File: src/hw/dbh_consts.svh
// Purpose: Shared constants for the decrement, branch and halt execution block
// Assumes: Included by bare name; definitions only
// Notes:   Widths, encodings and counts used across files
//
// Operation
// - Decrement register to accumulator or back, sets zero
// - Skip form zero result discards following fetched instruction
// - Skip form takes one cycle, two when skipping
// - Skip form changes no status flag
// - Absolute jump loads 13-bit target, two cycles
`ifndef DBH_CONSTS_SVH
`define DBH_CONSTS_SVH

`define DBH_DATA_W  8
`define DBH_ADDR_W  8
`define DBH_PC_W    13
`define DBH_ONE     8'h01
`define DBH_ZERO    8'h00
`define DBH_PC_ZERO 13'h0000
`define DBH_SYNC_W  2

`endif

File: src/hw/dbh_pkg.sv
// Purpose: Types for the decrement, branch and halt execution block
// Assumes: dbh_consts.svh gives the widths
// Notes:   Decrement helper for the datapath
`include "dbh_consts.svh"

package dbh_pkg;

  typedef logic [`DBH_DATA_W-1:0] dbh_data_t;
  typedef logic [`DBH_ADDR_W-1:0] dbh_addr_t;
  typedef logic [`DBH_PC_W-1:0]   dbh_pc_t;

  typedef enum logic [2:0]
  {
    DBH_OP_NONE,
    DBH_OP_DECREMENT_REGISTER,
    DBH_OP_DECREMENT_SKIP_ON_NULL,
    DBH_OP_JUMP_ABSOLUTE,
    DBH_OP_HALT
  } dbh_op_e;

  typedef enum logic [1:0]
  {
    DBH_ST_RUN,
    DBH_ST_SECOND,
    DBH_ST_HALT
  } dbh_state_e;

  function automatic dbh_data_t dbh_dec(input dbh_data_t value);
    dbh_dec = value - `DBH_ONE;
  endfunction

endpackage

File: src/hw/dbh_alu_if.sv
// Purpose: Carrier between the sequencer and the decrement datapath
// Assumes: Single clock, purely combinational datapath
// Notes:   None
`timescale 1ns/1ps

interface dbh_alu_if;
  import dbh_pkg::*;

  dbh_data_t operand;
  dbh_data_t result;
  logic      is_zero;

  modport seq (output operand, input result, input is_zero);
  modport alu (input operand, output result, output is_zero);
endinterface

File: src/hw/dbh_alu.sv
// Purpose: Decrement datapath with zero detect
// Assumes: Operand stable in the cycle the instruction is taken
// Notes:   Shared by both decrement forms
`timescale 1ns/1ps
`include "dbh_consts.svh"

module dbh_alu
  import dbh_pkg::*;
(
  // Datapath
  dbh_alu_if.alu bus
);

  always_comb
  begin
    bus.result  = dbh_dec(bus.operand);
    bus.is_zero = (dbh_dec(bus.operand) == `DBH_ZERO);
  end

endmodule

File: src/hw/dbh_exec.sv
// Purpose: Executes decrement, decrement-skip, absolute jump and halt
// Assumes: Core presents decoded op with file register read data
// Notes:   Results are registered; ready drops for second cycles
`timescale 1ns/1ps
`include "dbh_consts.svh"

module dbh_exec
  import dbh_pkg::*;
(
  // Clock and reset
  input  wire logic      clk_in,
  input  wire logic      resetn_in,
  // Decoded instruction
  input  wire logic      op_valid_in,
  input  wire dbh_op_e   op_in,
  input  wire dbh_addr_t file_addr_in,
  input  wire logic      dest_file_in,
  input  wire dbh_data_t operand_in,
  input  wire dbh_pc_t   target_in,
  output logic           ready_out,
  // Wake from enabled external interrupt, asynchronous
  input  wire logic      wake_in,
  // Accumulator write
  output logic           acc_we_out,
  output dbh_data_t      acc_data_out,
  // File register write
  output logic           file_we_out,
  output dbh_addr_t      file_addr_out,
  output dbh_data_t      file_data_out,
  // Zero flag
  output logic           zflag_we_out,
  output logic           zflag_out,
  // Program counter and fetch
  output logic           pc_load_out,
  output dbh_pc_t        pc_target_out,
  output logic           flush_out,
  // Core clock control
  output logic           core_clk_en_out,
  output logic           halted_out
);

  dbh_state_e             state_q;
  dbh_state_e             state_d;
  logic [`DBH_SYNC_W-1:0] wake_sync_q;
  logic                   wake_s;
  logic                   take;
  logic                   is_dec;
  logic                   is_skip;
  logic                   is_jump;
  logic                   is_halt;
  logic                   wr_acc;
  logic                   wr_file;
  dbh_alu_if              alu_bus ();

  dbh_alu u_alu
  (
    .bus (alu_bus)
  );

  assign alu_bus.operand = operand_in;

  // Two flops before the wake pin is looked at
  always_ff @(posedge clk_in or negedge resetn_in)
  begin
    if (!resetn_in)
      wake_sync_q <= '0;
    else
      wake_sync_q <= {wake_sync_q[0], wake_in};
  end
  assign wake_s = wake_sync_q[1];

  // One decode helper so the four op strobes agree on what was taken; AST_JUMP and AST_HALT decode take and op_in directly
  function automatic logic op_hit(input logic taken, input dbh_op_e op, input dbh_op_e want);
    op_hit = taken && (op == want);
  endfunction

  assign ready_out = (state_q == DBH_ST_RUN);
  assign take      = op_valid_in && ready_out;
  assign is_dec    = op_hit(take, op_in, DBH_OP_DECREMENT_REGISTER);
  assign is_skip   = op_hit(take, op_in, DBH_OP_DECREMENT_SKIP_ON_NULL);
  assign is_jump   = op_hit(take, op_in, DBH_OP_JUMP_ABSOLUTE);
  assign is_halt   = op_hit(take, op_in, DBH_OP_HALT);
  assign wr_acc    = (is_dec || is_skip) && !dest_file_in;
  assign wr_file   = (is_dec || is_skip) && dest_file_in;

  always_comb
  begin
    state_d = state_q;
    unique case (state_q)
      DBH_ST_RUN:
      begin
        if (is_skip && alu_bus.is_zero)
          state_d = DBH_ST_SECOND;
        else if (is_jump)
          state_d = DBH_ST_SECOND;
        else if (is_halt)
          state_d = DBH_ST_HALT;
      end
      DBH_ST_SECOND:
        state_d = DBH_ST_RUN;
      DBH_ST_HALT:
        if (wake_s)
          state_d = DBH_ST_RUN;
      default:
        state_d = DBH_ST_RUN;
    endcase
  end

  always_ff @(posedge clk_in or negedge resetn_in)
  begin
    if (!resetn_in)
      state_q <= DBH_ST_RUN;
    else
      state_q <= state_d;
  end

  // Gating from the state flop keeps the enable glitch free
  assign core_clk_en_out = (state_q != DBH_ST_HALT);
  assign halted_out      = (state_q == DBH_ST_HALT);

  always_ff @(posedge clk_in or negedge resetn_in)
  begin
    if (!resetn_in)
    begin
      acc_we_out    <= 1'b0;
      acc_data_out  <= `DBH_ZERO;
      file_we_out   <= 1'b0;
      file_addr_out <= `DBH_ZERO;
      file_data_out <= `DBH_ZERO;
    end
    else
    begin
      acc_we_out  <= wr_acc;
      file_we_out <= wr_file;
      if (wr_acc)
        acc_data_out <= alu_bus.result;
      if (wr_file)
      begin
        file_addr_out <= file_addr_in;
        file_data_out <= alu_bus.result;
      end
    end
  end

  // Only plain decrement touches the flag
  always_ff @(posedge clk_in or negedge resetn_in)
  begin
    if (!resetn_in)
    begin
      zflag_we_out <= 1'b0;
      zflag_out    <= 1'b0;
    end
    else
    begin
      zflag_we_out <= is_dec;
      if (is_dec)
        zflag_out <= alu_bus.is_zero;
    end
  end

  always_ff @(posedge clk_in or negedge resetn_in)
  begin
    if (!resetn_in)
    begin
      pc_load_out   <= 1'b0;
      pc_target_out <= `DBH_PC_ZERO;
      flush_out     <= 1'b0;
    end
    else
    begin
      pc_load_out <= is_jump;
      flush_out   <= (is_skip && alu_bus.is_zero) || is_jump;
      if (is_jump)
        pc_target_out <= target_in;
    end
  end

  AST_DEC_DEST: assert property (@(posedge clk_in) disable iff (!resetn_in)
    is_dec |=> (acc_we_out != file_we_out) && (file_we_out == $past(dest_file_in)) &&
               ((acc_we_out ? acc_data_out : file_data_out) == ($past(operand_in) - `DBH_ONE)))
    else $error("decrement result or destination wrong");

  AST_DEC_ZERO: assert property (@(posedge clk_in) disable iff (!resetn_in)
    is_dec |=> zflag_we_out && (zflag_out == ($past(operand_in) == `DBH_ONE)) && ready_out)
    else $error("decrement zero flag wrong");

  AST_SKIP_TAKEN: assert property (@(posedge clk_in) disable iff (!resetn_in)
    (is_skip && operand_in == `DBH_ONE) |=> flush_out && !ready_out ##1 ready_out && !flush_out)
    else $error("skip did not insert exactly one idle cycle");

  AST_SKIP_NONE: assert property (@(posedge clk_in) disable iff (!resetn_in)
    (is_skip && operand_in != `DBH_ONE) |=> !flush_out && ready_out)
    else $error("skip form stalled without a zero result");

  AST_SKIP_FLAGS: assert property (@(posedge clk_in) disable iff (!resetn_in)
    is_skip |=> !zflag_we_out && $stable(zflag_out))
    else $error("skip form touched the zero flag");

  AST_JUMP: assert property (@(posedge clk_in) disable iff (!resetn_in)
    (take && op_in == DBH_OP_JUMP_ABSOLUTE) |=>
      pc_load_out && (pc_target_out == $past(target_in)) && !zflag_we_out && !ready_out ##1 ready_out)
    else $error("jump target or timing wrong");

  AST_HALT: assert property (@(posedge clk_in) disable iff (!resetn_in)
    (take && op_in == DBH_OP_HALT) |=> !core_clk_en_out && halted_out && !zflag_we_out)
    else $error("halt did not stop the core clock");

  AST_WAKE: assert property (@(posedge clk_in) disable iff (!resetn_in)
    (halted_out && wake_in) ##1 wake_in ##1 wake_in |-> ##[0:1] core_clk_en_out)
    else $error("core did not wake on interrupt");

  AST_BUSY_REFUSE: assert property (@(posedge clk_in) disable iff (!resetn_in)
    (op_valid_in && !ready_out) |=> !acc_we_out && !file_we_out && !zflag_we_out && !pc_load_out && !flush_out)
    else $error("request taken while busy");

  AST_FLUSH_PULSE: assert property (@(posedge clk_in) disable iff (!resetn_in)
    flush_out |=> !flush_out && ready_out)
    else $error("discard lasted more than one cycle");

  AST_HALT_HOLD: assert property (@(posedge clk_in) disable iff (!resetn_in)
    (halted_out && !wake_s) |=> halted_out && !core_clk_en_out)
    else $error("core left halt without a wake");

endmodule

File: config.mk
export PLATFORM = sky130hd
export DESIGN_NAME = dbh_exec
export DESIGN_NICKNAME = d
export VERILOG_FILES = /design/src/hw/dbh_pkg.sv /design/src/hw/dbh_alu_if.sv /design/src/hw/dbh_alu.sv /design/src/hw/dbh_exec.sv
export VERILOG_INCLUDE_DIRS = /design/src /design/src/hw
export SDC_FILE = /design/constraint.sdc
export NUM_CORES = 1
export LEC_CHECK = 0
export BUFFER_PORTS_ARGS = -buffer_cell sky130_fd_sc_hd__buf_2
export CORE_UTILIZATION = 47
export DETAILED_ROUTE_END_ITERATION = 6
export GPL_ROUTABILITY_DRIVEN = 0
export PLACE_DENSITY_LB_ADDON = 0.25
export SETUP_SLACK_MARGIN = 0.5
export SLEW_MARGIN = 20
export SYNTH_ARGS = -nofsm -noshare
export SYNTH_HDL_FRONTEND = slang
export SYNTH_SLANG_ARGS = --single-unit
export TNS_END_PERCENT = 10
File: constraint.sdc
create_clock -name clk_in -period 2.46 [get_ports clk_in]
set_input_delay 0.492 -clock clk_in [delete_from_list [all_inputs] [get_ports clk_in]]
set_output_delay 0.492 -clock clk_in [all_outputs]
set_load 0.005 [all_outputs]
==> results of run 1 <==
[what timing repair did]
action / 4_1_cts / 5_1_grt
buffers inserted: 2 / 0
endpoints found under the setup margin: 6 / 0
hold buffers: 0 / 0
[area by class of cell]
| cell class | count | area [sq um] | area share [%] |
|---|---|---|---|
| multi-input combinational | 79 | 698 | 27.8 |
| sequential | 47 | 1180 | 46.9 |
| inverter | 6 | 22.5 | 0.898 |
| clock buffer | 6 | 82.6 | 3.29 |
| timing repair buffer | 85 | 433 | 17.3 |
| tap | 48 | 60.1 | 2.40 |
| clock inverter | 2 | 35.0 | 1.40 |
[registers in the layout (all words and copies together) (netlist names)]
| signal | flops |
|---|---|
| acc_data_out | 8 |
| acc_we_out | 1 |
| file_addr_out | 8 |
| file_data_out | 8 |
| file_we_out | 1 |
| flush_out | 1 |
| pc_load_out | 1 |
| pc_target_out | 13 |
| state_q | 2 |
| wake_sync_q | 2 |
| zflag_out | 1 |
| zflag_we_out | 1 |
[critical path, stage by stage, from the launching register on]
cell and delay (ns):
dfrtp_1 0.43, nor4b_4 0.38, nand3_4 0.27, inv_1 0.24
mux2_2 0.36
[metal layers]
metal	global-route usage (%)	vias up	part of all wire (%)
met3	7.07	8	6.8
met1	21.8	669	39
met2	34.4	47	52
li1	-	634	-
met4	7.61	0	1.8
met5	0	-	0
[stage by stage]
| stage | utilization, % | worst slack (ns) | cell area (sq um) | hold WS [ns] |
|---|---|---|---|---|
| global route | 66.0 | 0.539 | 2510 | 0.246 |
| finish | 66.0 | 0.664 | 2510 | 0.200 |
| CTS | 66.0 | 0.643 | 2510 | 0.220 |
| detailed placement | 62.5 | 0.293 | 2370 | 0.342 |
| floorplan | - | 0.725 | 1920 | 0.196 |
| global placement | 62.5 | 0.389 | 2370 | 0.339 |
[cells by family (layout without fill, tap and decap cells)]
logic type / Yosys count / in the layout / share of synthesized area [%]
flops: 47 / 47 / 61.3
mux: 32 / 32 / 19.6
simple gates: 29 / 29 / 9.45
compound gates: 9 / 9 / 2.87
buf+inv: 8 / 99 / 2.35
xor+xnor: 7 / 7 / 3.19
fa+ha+maj: 2 / 2 / 1.30
[power groups by stage]
stage	Sequential [mW]	Combinational, mW	Clock, mW
6_report	1.03	0.474	0.577
3_5_place_dp	1.05	0.480	0
5_1_grt	1.06	0.522	0.619
2_1_floorplan	1.06	0.192	0
3_3_place_gp	1.04	0.463	0
4_1_cts	1.04	0.485	0.589
[final timing paths]
kind / to / slack, ns / cells after the start
max: file_data_out[4]$_DFFE_PN0P_ / 0.66 / 4
min in group clk_in: wake_sync_q[0]$_DFF_PN0_ / 0.30 / 1
max in group asynchronous: pc_target_out[4]$_DFFE_PN0P_ / 1.57 / 2
min reg2reg: wake_sync_q[1]$_DFF_PN0_ / 0.36 / 0
min: file_addr_out[7]$_DFFE_PN0P_ / 0.20 / 1
max reg2reg: file_data_out[4]$_DFFE_PN0P_ / 0.66 / 4
[layout by cell type, fill, tap and decap left out, types with 2 or more instances in the layout]
cell type and count:
buf_4 3, mux2_2 28, o21ai_0 6, nand3_4 2, mux2_4 4, xnor2_1 5, nand3_1 2, ha_1 2
nand2_1 9, o211a_1 2, inv_1 5, clkbuf_8 6, nor2_1 9, xor2_1 2, buf_2 82, dfrtp_1 47
==> metrics.yaml, run 1 <==
status: "finished, final reports clean"
finalCritPeriodShare_pct: 73.0
postRouteAntennaNets: 0
finalNetCount: 263
overflow: 0
yosysWarnings: 0
synth_edf_count: 0
cts_tree: "done"
synth_area_leaders: "dfrtp_1 61%, mux2_2 16%, mux2_4 3.1%, xnor2_1 2.3%, nand3_4 1.8%"
crit_path_max_fanout: 16
slew_violations: 0
via_count: 1358
cts_max_level: 2
num_antenna_cells: 0
internal-power_mw: 1.55
power.switching_uw: 532
totalNegativeSetupSlack_ns: 0
critical_path_class: "reg -> reg"
skew_ns: 0.00515
antenna_found_initial: 0
cts-resized-gates: 0
ys_top_cells_by_count: "47 x dfrtp_1, 28 x mux2_2, 9 x nand2_1, 9 x nor2_1, 6 x o21ai_0"
cap_violations: 0
grt_pass1_vias: 1360
drive_above_1_share_pct: 57.8
drt_iter0_drc: 50
clk_path_buf_depth: 2
ys_seq_elements: 47
layout_min_cycle_time_ns: 1.80
yosys_most_used_dff: "dfrtp_1"
syn_area_sq_um: 1920
relSlewSlack_pct: 58.0
hold_violations: 0
dp.cells: 263
grt_start_max_net_pins: 31
worstSetupEndpointType: "register"
power_frac_seq_pct: 49.6
clk_latency_ns: 0.30
synth_top_area_share_pct: 61.3
max_freq_mhz: 557
start_util_pct: 50.5
nFillCells: 294
worst_slew_pin_slew_ns: 0.630
rsz0062_at_grt: "false"
p_sw_share_pct: 25.5
async_reset_ff_share_pct: 100
die_area_sq_um: 4340
syn_avg_cell_area_sq_um: 14.3
worstPathArrival_ns: 1.98
ioPinCount: 83
synthesis.nets: 173
p_comb_share_pct: 22.7
coreArea_sq_um: 3800
wl_microns: 3970
grt_pass1_wl_microns: 6230
power.density_nw_per_um2: 832
die_height_microns: 65.9
route.detailed.drc: 0
wl_per_cell_microns: 14.5
cp-start-kind: "register"
synthMostInstantiatedCell: "dfrtp_1"
p_leak_nw: 1.34
viasPerCell: 4.97
vdd.ir_drop.worst_v: 0.000477
die_w_microns: 65.9
cts_buffers: 5
rr_startpoint: "state_q[0]$_DFFE_PN0P_"
dr.pass1.iters: 4
synth_cells: 134
total_power_mw: 2.09
synth_top_area_cell: "dfrtp_1"
ys_seq_area_share_pct: 61.3
pwr-share-clk_pct: 27.7
grt_use_total_pct: 19.8
startpoint: "state_q[0]$_DFFE_PN0P_"
required_ns: 2.64
finalNonFillerCells: 273
yosysUniqueCellTypes: 23
root_buffer: "clkbuf_8"
cts_sinks: 47
detailed_place_hpwl_microns: 3050
clk_pin_slew_ns: 0.09
fp-row-count: 22
setup_viol: 0
worstHoldPathType: "in -> async"
area_growth_pct: 30.6
port_buffers: 82
Note: power is estimated with default switching activity, not from simulation.
==> inputs of run 2 (changes only) <==
==> constraint.sdc (replaced) <==
create_clock -name clk_in -period 1.8 [get_ports clk_in]
set_input_delay 0.36 -clock clk_in [delete_from_list [all_inputs] [get_ports clk_in]]
set_output_delay 0.36 -clock clk_in [all_outputs]
set_load 0.005 [all_outputs]
==> run 2 against run 1 <==
Effect of this change:
- final cell count up 1.1%
- critical endpoint is now file_addr_out[4]$_DFFE_PN0P_
- final area up 1.5%
- highest routed layer unchanged
- worst hold slack worse by 0.15 ns
- register-to-register slack worse by 0.45 ns
- via count up 0.96%
- non-clock buffer count up 4
- combinational power up 42%
- sequential share of layout area down 0.69 points
- routed wire length up 1.1%
- utilization up 0.99 points
==> metrics.yaml, run 2 (synthesis gave the netlist of run 1 again) <==
critical_path_class: "reg -> reg"
grt_pass1_wl_microns: 6470
power.density_nw_per_um2: 1040
nFillCells: 291
num_antenna_cells: 0
worst_slew_pin_slew_ns: 0.540
route.detailed.drc: 0
cp-start-kind: "register"
clk_pin_slew_ns: 0.07
die_area_sq_um: 4340
area_growth_pct: 32.6
whs_ns: 0.0498
slew_violations: 0
regMostFlops: "pc_target_out"
die_w_microns: 65.9
startpoint: "state_q[0]$_DFFE_PN0P_"
layout_min_cycle_time_ns: 1.59
relSlewSlack_pct: 64.0
grt_start_max_net_pins: 25
dr.pass1.iters: 4
crit_path_max_fanout: 15
detailed_place_hpwl_microns: 3110
viasPerCell: 4.97
cts_buffers: 5
drive_above_1_share_pct: 58.3
p_leak_nw: 1.36
dp.cells: 266
worstPathArrival_ns: 1.76
grt_pass1_vias: 1435
mostFrequentLayoutCells: "82 x buf_2, 47 x dfrtp_1, 26 x mux2_2, 9 x nor2_1, 9 x nand2_1"
skew_ns: 0.00199
fp-row-count: 22
required_ns: 1.97
hold_violations: 0
postRouteAntennaNets: 0
drt_iter0_drc: 52
antenna_found_initial: 0
total_power_mw: 2.64
root_buffer: "clkbuf_8"
worstSetupEndpointType: "register"
port_buffers: 82
worstHoldPathType: "in -> async"
setup_viol: 0
rsz0062_at_grt: "true"
die_height_microns: 65.9
finalCritPeriodShare_pct: 88.2
cts_max_level: 2
finalNetCount: 268
status: "finished, final reports clean"
worstRegToRegCells: 5
max_freq_mhz: 630
coreArea_sq_um: 3800
clk_path_buf_depth: 2
cts_sinks: 47
rr_startpoint: "state_q[0]$_DFFE_PN0P_"
grt_use_total_pct: 20.3
wl_microns: 4010
clk_latency_ns: 0.28
start_util_pct: 50.5
vdd.ir_drop.worst_v: 0.000558
wl_per_cell_microns: 14.5
ioPinCount: 83
via_count: 1371
cts_tree: "done"
overflow: 0
final_util_pct: 67.0
largest_reg_flops: 13
finalNonFillerCells: 276
totalNegativeSetupSlack_ns: 0
final_common_cell: "buf_2"
cap_violations: 0
[run 2: cell types whose count changed in the layout (fill, tap and decap cells not counted)]
cell | before | now
mux2_4 | 4 | 6
clkbuf_8 | 6 | 5
clkbuf_1 | 0 | 1
mux2_2 | 28 | 26
nand3_2 | 0 | 1
nand3b_4 | 0 | 1
inv_4 | 0 | 1
buf_12 | 0 | 1
buf_6 | 0 | 3
nand3b_2 | 1 | 0
clkinv_2 | 1 | 0
bufinv_16 | 1 | 0
inv_1 | 5 | 4
[run 2: what timing repair did]
item / CTS / global route
resized for setup: 3 / 5
pin swaps: 1 / 1
setup endpoints to repair: 43 / 45
setup buffers: 3 / 0
cloned: 1 / 0
hold buffers: 0 / 0
[run 2: final timing paths]
kind                       slack [ns]                           end
setup / recovery                 0.21  file_addr_out[4]$_DFFE_PN0P_
hold / removal                   0.05  file_addr_out[7]$_DFFE_PN0P_
setup reg to reg                 0.21  file_addr_out[4]$_DFFE_PN0P_
hold reg to reg                  0.35      wake_sync_q[1]$_DFF_PN0_
max in group asynchronous        1.23  file_data_out[7]$_DFFE_PN0P_
min in group clk_in              0.18      wake_sync_q[0]$_DFF_PN0_
[run 2: routing by layer]
layer  up-vias  track usage [%]  wire (microns)
li1        657                -               -
met2        47             35.1            2020
met3         5             5.52             228
met4         0             7.61              47
met1       662             23.9            1710
met5         -                0               0
[run 2: worst max-delay path, stage by stage, from the launching register on]
cell and delay [ns]:
dfrtp_1 0.42, nor4b_4 0.29, buf_4 0.19, nand3_4 0.08, buf_6 0.18, mux2_4 0.30
[run 2: power by group]
| part | leakage, nW | internal (mW) | switching (mW) |
|---|---|---|---|
| registers | 0.582 | 1.30 | 0.119 |
| clock network | 0.0371 | 0.259 | 0.296 |
| logic | 0.743 | 0.397 | 0.275 |
| total | 1.36 | 1.95 | 0.690 |
[run 2: area by class of cell]
class	instances	area (sq um)	area share (%)
multi-input combinational	80	724	28.5
clock buffer	6	72.6	2.85
inverter	6	25.0	0.983
tap	48	60.1	2.36
timing repair buffer	89	487	19.1
sequential	47	1180	46.2
[run 2: metrics by stage]
step | instance area, sq um | worst slack (ns)
2_1_floorplan | 1920 | 0.101
3_3_place_gp | 2410 | 0.0922
3_5_place_dp | 2410 | 0.0306
4_1_cts | 2520 | 0.198
5_1_grt | 2540 | 0.135
6_report | 2540 | 0.213
==> inputs of run 3 (changes only) <==
--- a/config.mk
+++ b/config.mk
@@ -7,7 +7,9 @@
 export NUM_CORES = 1
 export LEC_CHECK = 0
 export BUFFER_PORTS_ARGS = -buffer_cell sky130_fd_sc_hd__buf_2
-export CORE_UTILIZATION = 47
+export CELL_PAD_IN_SITES_DETAIL_PLACEMENT = 0
+export CELL_PAD_IN_SITES_GLOBAL_PLACEMENT = 1
+export CORE_UTILIZATION = 36
 export DETAILED_ROUTE_END_ITERATION = 6
 export GPL_ROUTABILITY_DRIVEN = 0
 export PLACE_DENSITY_LB_ADDON = 0.25
==> run 3 against run 2 <==
Effect of this change:
- die area up 30%
- maximum frequency grew 0.87%
- combinational power grew 0.7%
- utilization shrank 15 points
- clock power is 12% higher
- global-route usage fell by 5.4 points
- count of clock-buffer cells in the layout unchanged
- flip-flop and latch count did not move
- non-clock buffer count is 5 higher
==> metrics.yaml, run 3 (synthesis gave the netlist of run 1 again) <==
ioPinCount: 83
start_util_pct: 37.6
totalNegativeSetupSlack_ns: 0
dp_worst_setup_slack_ns: 0.0460
cap_violations: 0
cts_buffers: 5
worstSetupEndpointType: "register"
cts_max_level: 2
regMostFlops: "pc_target_out"
finalNetCount: 273
cts_sinks: 47
area_growth_pct: 37.2
setup_viol: 0
power_frac_seq_pct: 51.9
finalWorstSetupSlack_ns: 0.227
path_cells: "nor4b_4, buf_4, nand3_4, clkinvlp_4, mux2_4"
clk_latency_ns: 0.29
num_antenna_cells: 0
mostFrequentLayoutCells: "82 x buf_2, 47 x dfrtp_1, 23 x mux2_2, 10 x buf_4, 9 x mux2_4"
antenna_found_initial: 0
crit_path_max_fanout: 5
skew_ns: 0.00489
total_power_mw: 2.70
viasPerCell: 4.45
dp.cells: 291
crit_family: "flip-flops"
detailed_place_hpwl_microns: 2890
route.detailed.drc: 0
die_area_sq_um: 5630
clk_pin_slew_ns: 0.08
layout_min_cycle_time_ns: 1.57
die_height_microns: 75.0
overflow: 0
port_buffers: 82
grt_pass1_vias: 1260
grt_start_max_net_pins: 48
clk_path_buf_depth: 2
via_count: 1352
post-route-cell-area_sq_um: 2630
largest_reg_flops: 13
die_w_microns: 75.0
cp_slowest_cell: "dfrtp_1"
root_buffer: "clkbuf_8"
max_freq_mhz: 636
drt_iter0_drc: 42
required_ns: 1.98
worstHoldPathType: "in -> async"
vdd.ir_drop.worst_v: 0.000414
wl_microns: 3910
finalCritPeriodShare_pct: 87.4
worstRegToRegCells: 5
worst_slew_pin_slew_ns: 0.587
nFillCells: 491
rr_startpoint: "state_q[0]$_DFFE_PN0P_"
coreArea_sq_um: 5110
worstPathArrival_ns: 1.75
postCtsHoldBufs: 0
rsz0062_at_grt: "true"
r2r-end: "file_data_out[4]$_DFFE_PN0P_"
r2r_setup_slack_ns: 0.23
power.density_nw_per_um2: 1020
status: "finished, final reports clean"
cp-start-kind: "register"
drive_above_1_share_pct: 60.7
slew_violations: 0
hold_violations: 0
finalNonFillerCells: 304
worst_path_largest_cell_delay_ns: 0.43
relSlewSlack_pct: 60.9
critical_path_class: "reg -> reg"
final_common_cell: "buf_2"
cts_tree: "done"
grt_pass1_wl_microns: 6090
power.switching_uw: 695
critPathBufInv: 2
internal-power_mw: 2.00
dr.pass1.iters: 4
wl_per_cell_microns: 12.9
postRouteAntennaNets: 0
dpl_cell_area_sq_um: 2450
p_sw_share_pct: 25.8
fp-row-count: 26
p_comb_share_pct: 25.1
pwr-share-clk_pct: 23.1
p_leak_nw: 1.39
grt_use_total_pct: 14.9
==> run 3: cell count changes in the layout (fill, tap and decap cells not counted), moves of 2 or more <==
cell / previous run / this run
buf_4: 3 / 10
buf_6: 3 / 1
mux2_2: 26 / 23
mux2_4: 6 / 9
==> run 3: what timing repair did <==
item / CTS / global route
endpoints found under the hold margin: 0 / 0
gates resized for setup: 12 / 2
buffers inserted: 5 / 0
endpoints found under the setup margin: 43 / 46
gates cloned: 1 / 0
pin swaps: 4 / 1
==> run 3: metal layers <==
metal / global-route usage, % / vias to the layer above / routed length, microns
met5: 0 / - / 0
met4: 5.66 / 0 / 53
met2: 24.2 / 39 / 1940
met3: 4.02 / 7 / 193
li1: - / 660 / -
met1: 19.2 / 646 / 1720
==> run 3: power by group through the flow <==
stage	Combinational, mW	Clock [mW]	Sequential, mW
2_1_floorplan	0.263	0	1.45
3_3_place_gp	0.649	0	1.42
3_5_place_dp	0.663	0	1.42
4_1_cts	0.695	0.654	1.40
5_1_grt	0.758	0.691	1.44
6_report	0.677	0.623	1.40
==> run 3: cell type report <==
cell class	count	area (sq um)	share of cell area, %
Sequential cell	47	1180	44.7
Multi-Input combinational cell	80	742	28.2
Timing Repair Buffer	94	512	19.4
Tap cell	70	87.6	3.33
Clock buffer	6	82.6	3.14
Inverter	6	28.8	1.09
Clock inverter	1	5.00	0.190
==> run 3: worst register-to-register path: stages (launching register included) <==
cell and delay (ns):
dfrtp_1 0.43, nor4b_4 0.28, buf_4 0.17, nand3_4 0.09, clkinvlp_4 0.17, mux2_4 0.31
==> run 3: worst max-delay path by stage <==
stage               cells after the start                           end              startpoint  slack (ns)
floorplan                               4   acc_data_out[4]$_DFFE_PN0P_  state_q[0]$_DFFE_PN0P_        0.10
global placement                        5  pc_target_out[4]$_DFFE_PN0P_                op_in[2]        0.08
detailed placement                      5  pc_target_out[4]$_DFFE_PN0P_                op_in[2]        0.05
CTS                                     4                    halted_out  state_q[0]$_DFFE_PN0P_        0.20
global route                            5  file_data_out[5]$_DFFE_PN0P_  state_q[0]$_DFFE_PN0P_        0.13
finish                                  5  file_data_out[4]$_DFFE_PN0P_  state_q[0]$_DFFE_PN0P_        0.23
==> run 3: stage by stage <==
stage / hold slack [ns] / util [%]
after global routing: 0.154 / 51.6
after detailed placement: 0.346 / 47.9
after global placement: 0.341 / 47.9
after CTS: 0.164 / 51.4
after floorplan: 0.0644 / -
final: 0.158 / 51.6
